===== config.mk =====
export PLATFORM = sky130hd
export DESIGN_NAME = pnr_nibble_regs_flat
export DESIGN_NICKNAME = d
export VERILOG_FILES = /design/src/pnr_pkg.sv /design/src/pnr_link_if.sv /design/src/pnr_nibble_regs.sv /design/src/flat_wrapper.sv
export SDC_FILE = /design/constraint.sdc
export NUM_CORES = 2
export LEC_CHECK = 0
export BUFFER_PORTS_ARGS = -buffer_cell sky130_fd_sc_hd__buf_4
export CAP_MARGIN = 40
export CORE_UTILIZATION = 60
export CTS_CLUSTER_SIZE = 16
export DETAILED_ROUTE_END_ITERATION = 10
export PLACE_DENSITY = 0.76
export SYNTH_ARGS = -nofsm -noshare
export SYNTH_HDL_FRONTEND = slang
export SYNTH_SLANG_ARGS = --single-unit

===== constraint.sdc =====
create_clock -name aclk -period 3.8 [get_ports aclk]
set_input_delay 0.38 -clock aclk [delete_from_list [all_inputs] [get_ports aclk]]
set_output_delay 0.38 -clock aclk [all_outputs]
set_load 0.02 [all_outputs]

===== src/pnr_pkg.sv =====
// Package for the per-nibble configuration register port: layout and constants
// What this block does
// - 74 registers, 16 bits, read/write
// - Each nibble has its own independent bank
// - Controller writes reserved bits as given; software keeps them
// - Calibration writes win over fabric writes
// - Collision drops grant, holds previous fabric write
// - After calibration, grant returns, held write done
// - Writes while grant low are discarded
// - Select reads; grant high means fabric owns
// - Read data after one cycle, write two
// - Write needs select and enable, grant high
// - Register-set serial mode cleared by calibration
// - Serial mode stays cleared after calibration; software sets it again
// - Bit 11 reads delay calibration done
// - Bit 12 mirrors the phy ready port
// - Bit 15 reads calibration engine paused
// - Bit 14 disables quarter delay tracking
package pnr_pkg;
   localparam int NUM_REGS   = 74;
   localparam int DATA_W     = 16;
   localparam int ADDR_W     = 7;
   localparam int NUM_NIBBLE = 9;
   // Register offsets
   localparam logic [ADDR_W-1:0] OFS_CLK_GATING = 7'h00;
   localparam logic [ADDR_W-1:0] OFS_PHASE      = 7'h01;
   localparam logic [ADDR_W-1:0] OFS_CAL        = 7'h02;
   // Writable masks; reserved and read-only bits excluded
   localparam logic [DATA_W-1:0] MASK_CLK_GATING = 16'h007f;
   localparam logic [DATA_W-1:0] MASK_PHASE      = 16'h02ff;
   localparam logic [DATA_W-1:0] MASK_CAL        = 16'h4007;
   // Field positions
   localparam int BIT_SERIAL_MODE = 3;
   localparam int BIT_DELAY_DONE  = 11;
   localparam int BIT_PHY_READY   = 12;
   localparam int BIT_QDLY_OFF    = 14;
   localparam int BIT_PAUSED      = 15;
   // Cycles from access to completion
   localparam int RD_LATENCY = 1;
   localparam int WR_LATENCY = 2;
endpackage


===== src/pnr_link_if.sv =====
// Interface joining the fabric controller and the nibble register port
`timescale 1ns/1ns
interface pnr_link_if (
   input wire logic aclk
);
   import pnr_pkg::*;
   logic              nibble_select;
   logic              reg_write_enable;
   logic [ADDR_W-1:0] reg_addr;
   logic [DATA_W-1:0] reg_wdata;
   logic [DATA_W-1:0] reg_rdata;
   logic              reg_access_grant;

   modport dev (
      input  nibble_select,
      input  reg_write_enable,
      input  reg_addr,
      input  reg_wdata,
      output reg_rdata,
      output reg_access_grant
   );
   modport ctl (
      output nibble_select,
      output reg_write_enable,
      output reg_addr,
      output reg_wdata,
      input  reg_rdata,
      input  reg_access_grant
   );
endinterface


===== src/pnr_nibble_regs.sv =====
// Device end: one nibble's register bank with calibration arbitration
`timescale 1ns/1ns
module pnr_nibble_regs #(
   parameter logic [pnr_pkg::DATA_W-1:0] ATTR_CLK_GATING = 16'h0000,
   parameter logic [pnr_pkg::DATA_W-1:0] ATTR_PHASE      = 16'h0000,
   parameter logic [pnr_pkg::DATA_W-1:0] ATTR_CAL        = 16'h0000,
   parameter logic                       ATTR_SERIAL     = 1'b0
) (
   input wire logic                       aclk,
   input wire logic                       aresetn,
   pnr_link_if.dev                        link,
   input wire logic                       cal_active,
   input wire logic                       cal_wr_en,
   input wire logic [pnr_pkg::ADDR_W-1:0] cal_addr,
   input wire logic [pnr_pkg::DATA_W-1:0] cal_wdata,
   input wire logic                       delay_cal_done,
   input wire logic                       phy_ready,
   input wire logic                       cal_paused,
   output logic                           serial_mode_out,
   output logic                           quarter_delay_track_off
);
   import pnr_pkg::*;

   logic [DATA_W-1:0] regs_q [NUM_REGS];
   logic              serial_by_reg_q;
   logic              held_valid_q;
   logic [ADDR_W-1:0] held_addr_q;
   logic [DATA_W-1:0] held_data_q;
   logic              prev_wr_q;
   logic [ADDR_W-1:0] prev_addr_q;
   logic [DATA_W-1:0] prev_data_q;
   logic              grant_q;
   logic              wr_stage_q;
   logic [ADDR_W-1:0] wr_addr_q;
   logic [DATA_W-1:0] wr_data_q;
   logic [DATA_W-1:0] rdata_q;
   logic              fab_wr;
   logic              commit;
   logic [ADDR_W-1:0] commit_addr;
   logic [DATA_W-1:0] commit_data;

   // Writable bits per register; reserved and status bits never stored
   function automatic logic [DATA_W-1:0] wmask(input logic [ADDR_W-1:0] a);
      if (a == OFS_CLK_GATING) begin
         wmask = MASK_CLK_GATING;
      end else if (a == OFS_PHASE) begin
         wmask = MASK_PHASE;
      end else if (a == OFS_CAL) begin
         wmask = MASK_CAL;
      end else begin
         wmask = '1;
      end
   endfunction

   // Fabric write accepted only while grant is high
   assign fab_wr = link.nibble_select && link.reg_write_enable && grant_q;

   // Grant follows calibration ownership; calibration always wins
   always_ff @(posedge aclk) begin
      if (!aresetn) begin
         grant_q <= 1'b0;
      end else begin
         grant_q <= !cal_active && !cal_wr_en;
      end
   end

   // Last fabric write, kept for the collision hold
   always_ff @(posedge aclk) begin
      if (!aresetn) begin
         prev_wr_q   <= 1'b0;
         prev_addr_q <= '0;
         prev_data_q <= '0;
      end else begin
         prev_wr_q   <= fab_wr;
         prev_addr_q <= link.reg_addr;
         prev_data_q <= link.reg_wdata;
      end
   end

   // Hold the write from the cycle before grant fell; replay once back
   always_ff @(posedge aclk) begin
      if (!aresetn) begin
         held_valid_q <= 1'b0;
         held_addr_q  <= '0;
         held_data_q  <= '0;
      end else if (grant_q && cal_wr_en && fab_wr) begin
         held_valid_q <= 1'b1;
         held_addr_q  <= link.reg_addr;
         held_data_q  <= link.reg_wdata;
      end else if (!grant_q && prev_wr_q && !held_valid_q && cal_wr_en) begin
         held_valid_q <= 1'b1;
         held_addr_q  <= prev_addr_q;
         held_data_q  <= prev_data_q;
      end else if (grant_q && held_valid_q) begin
         held_valid_q <= 1'b0;
      end
   end

   // Stage 1 of write pipeline; held write goes first after grant returns
   always_comb begin
      commit      = 1'b0;
      commit_addr = link.reg_addr;
      commit_data = link.reg_wdata;
      if (grant_q && held_valid_q) begin
         commit      = 1'b1;
         commit_addr = held_addr_q;
         commit_data = held_data_q;
      end else if (fab_wr && !cal_wr_en) begin
         commit = 1'b1;
      end
   end

   // Second pipeline stage gives the two-cycle write latency
   always_ff @(posedge aclk) begin
      if (!aresetn) begin
         wr_stage_q <= 1'b0;
         wr_addr_q  <= '0;
         wr_data_q  <= '0;
      end else begin
         wr_stage_q <= commit;
         wr_addr_q  <= commit_addr;
         wr_data_q  <= commit_data;
      end
   end

   // Register storage; attribute values at reset, calibration writes first
   generate
      for (genvar i = 0; i < NUM_REGS; i++) begin : g_reg
         localparam logic [ADDR_W-1:0] IDX = ADDR_W'(i);
         always_ff @(posedge aclk) begin
            if (!aresetn) begin
               if (i == OFS_CLK_GATING) begin
                  regs_q[i] <= ATTR_CLK_GATING & MASK_CLK_GATING;
               end else if (i == OFS_PHASE) begin
                  regs_q[i] <= ATTR_PHASE & MASK_PHASE;
               end else if (i == OFS_CAL) begin
                  regs_q[i] <= ATTR_CAL & MASK_CAL;
               end else begin
                  regs_q[i] <= '0;
               end
            end else if (cal_wr_en && cal_addr == IDX) begin
               regs_q[i] <= cal_wdata & wmask(IDX);
            end else if (i == OFS_CLK_GATING && cal_active && serial_by_reg_q) begin
               regs_q[i][BIT_SERIAL_MODE] <= 1'b0;
            end else if (wr_stage_q && wr_addr_q == IDX) begin
               regs_q[i] <= wr_data_q & wmask(IDX);
            end
         end
      end
   endgenerate

   // Tracks whether serial mode came from a write rather than the attribute
   always_ff @(posedge aclk) begin
      if (!aresetn) begin
         serial_by_reg_q <= 1'b0;
      end else if (wr_stage_q && wr_addr_q == OFS_CLK_GATING) begin
         serial_by_reg_q <= wr_data_q[BIT_SERIAL_MODE] && !ATTR_SERIAL;
      end
   end

   // Read path, one cycle; status bits come live from the engine
   always_ff @(posedge aclk) begin
      if (!aresetn) begin
         rdata_q <= '0;
      end else if (link.nibble_select && !link.reg_write_enable) begin
         if (link.reg_addr >= ADDR_W'(NUM_REGS)) begin
            rdata_q <= '0; // Unmapped reads as zero
         end else if (link.reg_addr == OFS_CAL) begin
            rdata_q <= regs_q[OFS_CAL];
            rdata_q[BIT_DELAY_DONE] <= delay_cal_done;
            rdata_q[BIT_PHY_READY]  <= phy_ready;
            rdata_q[BIT_PAUSED]     <= cal_paused;
         end else begin
            rdata_q <= regs_q[link.reg_addr];
         end
      end
   end

   // Outputs registered; one instance serves exactly one nibble
   always_ff @(posedge aclk) begin
      if (!aresetn) begin
         serial_mode_out         <= 1'b0;
         quarter_delay_track_off <= 1'b0;
      end else begin
         serial_mode_out         <= regs_q[OFS_CLK_GATING][BIT_SERIAL_MODE];
         quarter_delay_track_off <= regs_q[OFS_CAL][BIT_QDLY_OFF];
      end
   end

   assign link.reg_rdata        = rdata_q;
   assign link.reg_access_grant = grant_q;
endmodule


===== src/flat_wrapper.sv =====
// flat-port wrapper written by rule: the top's interface ports become plain ports
module pnr_nibble_regs_flat import pnr_pkg::*;
#(
   parameter logic [pnr_pkg::DATA_W-1:0] ATTR_CLK_GATING = 16'h0000,
   parameter logic [pnr_pkg::DATA_W-1:0] ATTR_PHASE      = 16'h0000,
   parameter logic [pnr_pkg::DATA_W-1:0] ATTR_CAL        = 16'h0000,
   parameter logic                       ATTR_SERIAL     = 1'b0
)
  (aclk, aresetn, cal_active, cal_wr_en, cal_addr, cal_wdata, delay_cal_done, phy_ready, cal_paused, serial_mode_out, quarter_delay_track_off, link_nibble_select, link_reg_write_enable, link_reg_addr, link_reg_wdata, link_reg_rdata, link_reg_access_grant);
  pnr_link_if link_i (.aclk(aclk));
  input wire logic aclk;
  input wire logic aresetn;
  input wire logic cal_active;
  input wire logic cal_wr_en;
  input wire logic [pnr_pkg::ADDR_W-1:0] cal_addr;
  input wire logic [pnr_pkg::DATA_W-1:0] cal_wdata;
  input wire logic delay_cal_done;
  input wire logic phy_ready;
  input wire logic cal_paused;
  output logic serial_mode_out;
  output logic quarter_delay_track_off;
  input wire logic [$bits(link_i.nibble_select)-1:0] link_nibble_select;
  input wire logic [$bits(link_i.reg_write_enable)-1:0] link_reg_write_enable;
  input wire logic [$bits(link_i.reg_addr)-1:0] link_reg_addr;
  input wire logic [$bits(link_i.reg_wdata)-1:0] link_reg_wdata;
  output wire logic [$bits(link_i.reg_rdata)-1:0] link_reg_rdata;
  output wire logic [$bits(link_i.reg_access_grant)-1:0] link_reg_access_grant;
  assign link_i.nibble_select = link_nibble_select;
  assign link_i.reg_write_enable = link_reg_write_enable;
  assign link_i.reg_addr = link_reg_addr;
  assign link_i.reg_wdata = link_reg_wdata;
  assign link_reg_rdata = link_i.reg_rdata;
  assign link_reg_access_grant = link_i.reg_access_grant;
  pnr_nibble_regs #(.ATTR_CLK_GATING(ATTR_CLK_GATING), .ATTR_PHASE(ATTR_PHASE), .ATTR_CAL(ATTR_CAL), .ATTR_SERIAL(ATTR_SERIAL)) u_core (.aclk(aclk), .aresetn(aresetn), .link(link_i), .cal_active(cal_active), .cal_wr_en(cal_wr_en), .cal_addr(cal_addr), .cal_wdata(cal_wdata), .delay_cal_done(delay_cal_done), .phy_ready(phy_ready), .cal_paused(cal_paused), .serial_mode_out(serial_mode_out), .quarter_delay_track_off(quarter_delay_track_off));
endmodule

==> run_results.csv <==
group,metric,value,unit
routing,drc,0,
yosys,synth_mux_area_frac,0.104,
timing,worstMarginPinSlew,1.07,ns
timing,slew_headroom,0.285,
timing,setup_viol,0,
yosys,netlist_area,0.0624,sq mm
cts,cts.clk_slew.worst_paths,0.06,ns
global_routing,grt_util_met2,0.626,
floorplanning,die_w,324,microns
setup_path,cp_top_family,"simple AND/OR/NAND/NOR gates",
global_routing,grt_max_degree,69,
setup_path,worst_path_largest_cell_delay,0.75,ns
yosys,ys_warn_count,0,
yosys,ys.flop_type,"edfxtp_1",
routing,final_antenna_net_count,0,
pwr,powerDensity,449,mW/mm^2
timing,rsz0062_at_grt,"no",
cts,clk_latency,0.76,ns
global_routing,grt-ovfl-total,0,
yosys,synth_xor_xnor_area_share,0,
layout,syn2layout_area_growth,12.7,%
yosys,ys_ff_latch,1248,
routing,wire_per_inst,39.6,microns
min_path,hp-class,"in2reg",
setup_path,cp.arrival,3.56,ns
yosys,synth-simple-area-share,0.0551,
setup_path,startpoint_type,"flop",
yosys,async_reset_ff_frac,0,
timing,post-route-min-period,3.12,ns
cts,cts-root-buf,"clkbuf_16",
timing,slew_viol_final,0,
yosys,synth_top_area_cell,"edfxtp_1",
setup_path,r2r-start,"u_core.wr_addr_q[1]$_SDFF_PN0_",
timing,fin_crit_sh,0.820,
run_status,outcome,"complete, no violations",
pwr,p_leak,25.0,nW
setup_path,end_kind,"flop",
setup_path,critPathRequiredTime,4.25,ns
layout,nFillCells,6942,
yosys,synth_top_area_frac,0.557,
yosys,synth_fa_ha_area_frac,0,
routing,wl,235,mm
floorplanning,ioPinCount,74,
yosys,synth_top_family_by_area,"compound AO/OA/AOI/OAI gates",
place,dp_hpwl,152,mm
layout,nets,4525,
cts,post-cts-setup-buffer-count,0,
floorplanning,die-area,0.105,sq mm
min_path,hold_path_end,"u_core.wr_stage_q$_SDFF_PN0_",
setup_path,critPathMaxFanout,12,
routing,vias_per_cell,8.01,
min_path,worstHoldStart,"cal_wr_en",
cts,cts_sinks,1248,
yosys,ys_top_cells_by_area,"edfxtp_1 56%, a22o_1 16%, mux4_2 7.4%",
layout,final_cell_mix,"1156 x edfxtp_1, 1146 x a22o_1, 370 x buf_4",
yosys,synth_cells,4477,
global_routing,grt_pass1_vias,44900,
place,portBuffers,73,
pwr,ir_worst_vdd,0.000505,V
cts,h-tree-depth,4,
cts,cts_tree,"built",
yosys,ys_seq_area_frac,0.586,
layout,final_common_cell,"edfxtp_1",
timing,setup_tns,0,ns
global_routing,use_met1,0.580,
timing,skew,0.0356,ns
setup_path,worstRegToRegCells,4,
global_routing,top_usage_layer,"met2",
yosys,syn-num-nets,4532,
cts,cts_hold_buf,18,
place,place_congestion,1.14,
cts,ctsLongestPathBuffers,3,
timing,fin_ws,0.684,ns
setup_path,crit_buf_inv,1,
place,post-place-ws,0.525,ns
cts,postCtsResizedCells,0,
floorplanning,core-area,0.102,sq mm
layout,drive_above_1_share,0.230,
setup_path,path_class,"reg2reg",
routing,dr.pass1.iters,7,
floorplanning,start_util,0.609,
global_routing,grt.total_usage,0.442,
flow_run,drv_cap,0,
routing,first_iter_violations,9493,
setup_path,crit_slowest_cell,"nand2_1",
setup_path,regToRegEndpoint,"u_core.regs_q[24][12]$_DFFE_PP_",
yosys,synth_cell_types,86,
timing,hold_violations,0,
yosys,avgSynthCellArea,13.9,sq um
floorplanning,die_h,324,microns
global_routing,grt_pass1_wl,333,mm
min_path,hold_depth,4,
floorplanning,rows,117,
global_routing,use_met3,0.175,
timing,max_clock_freq,321,MHz
cts,numCtsBuffers,132,
routing,vias,47600,
yosys,synth_compound_area_frac,0.209,
setup_path,crit_chain,"nor2_1 > nand2_1 > o221ai_2 > buf_4",
yosys,synth_edf_count,1156,
global_routing,antenna_found_initial,12,
setup_path,reg2reg_slack,0.68,ns
cells by family after synthesis:
| logic type | after synthesis |
|---|---|
| AOI/OAI and AO/OA | 1569 |
| and+or+nand+nor | 651 |
| DFF | 1248 |
| muxes | 391 |
| buffers and inverters | 618 |
where the power goes:
group / internal, mW / total (mW) / switching [mW]
Sequential: 15.4 / 15.8 / 0.344
Clock: 7.41 / 12.9 / 5.53
Combinational: 0.858 / 2.88 / 2.02
Total: 23.7 / 31.6 / 7.89
state kept, by name, indices dropped and copies added (netlist names):
signal / flops
u_core.wr_data_q: 16
u_core.held_addr_q: 7
u_core.wr_stage_q: 1
u_core.link.reg_access_grant: 1
u_core.serial_mode_out: 1
u_core.serial_by_reg_q: 1
u_core.prev_addr_q: 7
u_core.prev_data_q: 16
u_core.prev_wr_q: 1
u_core.held_valid_q: 1
u_core.regs_q: 1156
u_core.quarter_delay_track_off: 1
u_core.held_data_q: 16
u_core.wr_addr_q: 7
u_core.link.reg_rdata: 16
metrics by stage:
| step | cell area [sq um] | cells | power (mW) | hold WS [ns] | utilization |
|---|---|---|---|---|---|
| floorplan | 62400 | 4477 | 17.4 | 0.437 | - |
| global placement | 64900 | 5635 | 18.6 | 0.442 | 0.634 |
| detailed placement | 65800 | 5684 | 18.7 | 0.448 | 0.642 |
| CTS | 70300 | 5938 | 31.4 | 0.00555 | 0.686 |
| global route | 70300 | 5940 | 32.1 | 0.0615 | 0.686 |
| finish | 70300 | 5944 | 31.6 | 0.0548 | 0.686 |
cell type report:
| class | count | area (sq um) | area share |
|---|---|---|---|
| timing repair buffer | 450 | 4150 | 0.0590 |
| multi-input combinational | 2611 | 23500 | 0.334 |
| clock inverter | 68 | 658 | 0.00936 |
| antenna | 4 | 10.0 | 0.000142 |
| sequential | 1248 | 36600 | 0.521 |
| tap | 1368 | 1710 | 0.0243 |
| clock buffer | 168 | 3600 | 0.0513 |
| inverter | 27 | 101 | 0.00144 |
worst reg2reg max path: cells and delay by family (launching register included):
kind	cells	cell delay (ns)
buf+inv	1	0.31
simple gates	2	1.28
flops	1	0.46
compound gates	1	0.76
cell usage after synthesis, types with 8 or more instances:
library cell	instances
a211o_1	11
a211oi_1	23
a21oi_1	85
a221oi_1	15
a22o_1	1146
a22oi_1	67
a31oi_1	12
and3_1	10
buf_1	41
buf_2	125
buf_4	25
buf_6	28
clkbuf_1	366
dfxtp_1	92
edfxtp_1	1156
inv_1	26
mux2_2	32
mux2i_1	155
mux4_2	204
nand2_1	174
nand2b_1	14
nand3_1	49
nand4_1	8
nor2_1	193
nor2_2	12
nor2_4	19
nor2b_1	21
nor3_1	48
nor3_2	27
nor3_4	9
o21ai_0	43
o221ai_1	64
o22ai_1	35
or2_2	8
layer usage:
metal	share of wire	vias up
li1	-	18300
met1	0.33	23500
met2	0.42	4891
met3	0.18	945
met4	0.073	12
met5	0.00090	-
how the worst max path moves through the flow:
stage	endpoint	cells after the start	slack, ns	from
floorplan	u_core.regs_q[37][0]$_DFFE_PP_	5	1.24	cal_addr[4]
global placement	u_core.link.reg_rdata[7]$_SDFFE_PN0P_	8	0.54	link_reg_addr[0]
detailed placement	u_core.link.reg_rdata[7]$_SDFFE_PN0P_	8	0.53	link_reg_addr[0]
CTS	u_core.regs_q[24][12]$_DFFE_PP_	4	0.89	u_core.wr_addr_q[1]$_SDFF_PN0_
global route	u_core.regs_q[24][12]$_DFFE_PP_	4	0.73	u_core.wr_addr_q[1]$_SDFF_PN0_
finish	u_core.regs_q[24][12]$_DFFE_PP_	4	0.68	u_core.wr_addr_q[1]$_SDFF_PN0_
Power figures use the tool's default switching activity.
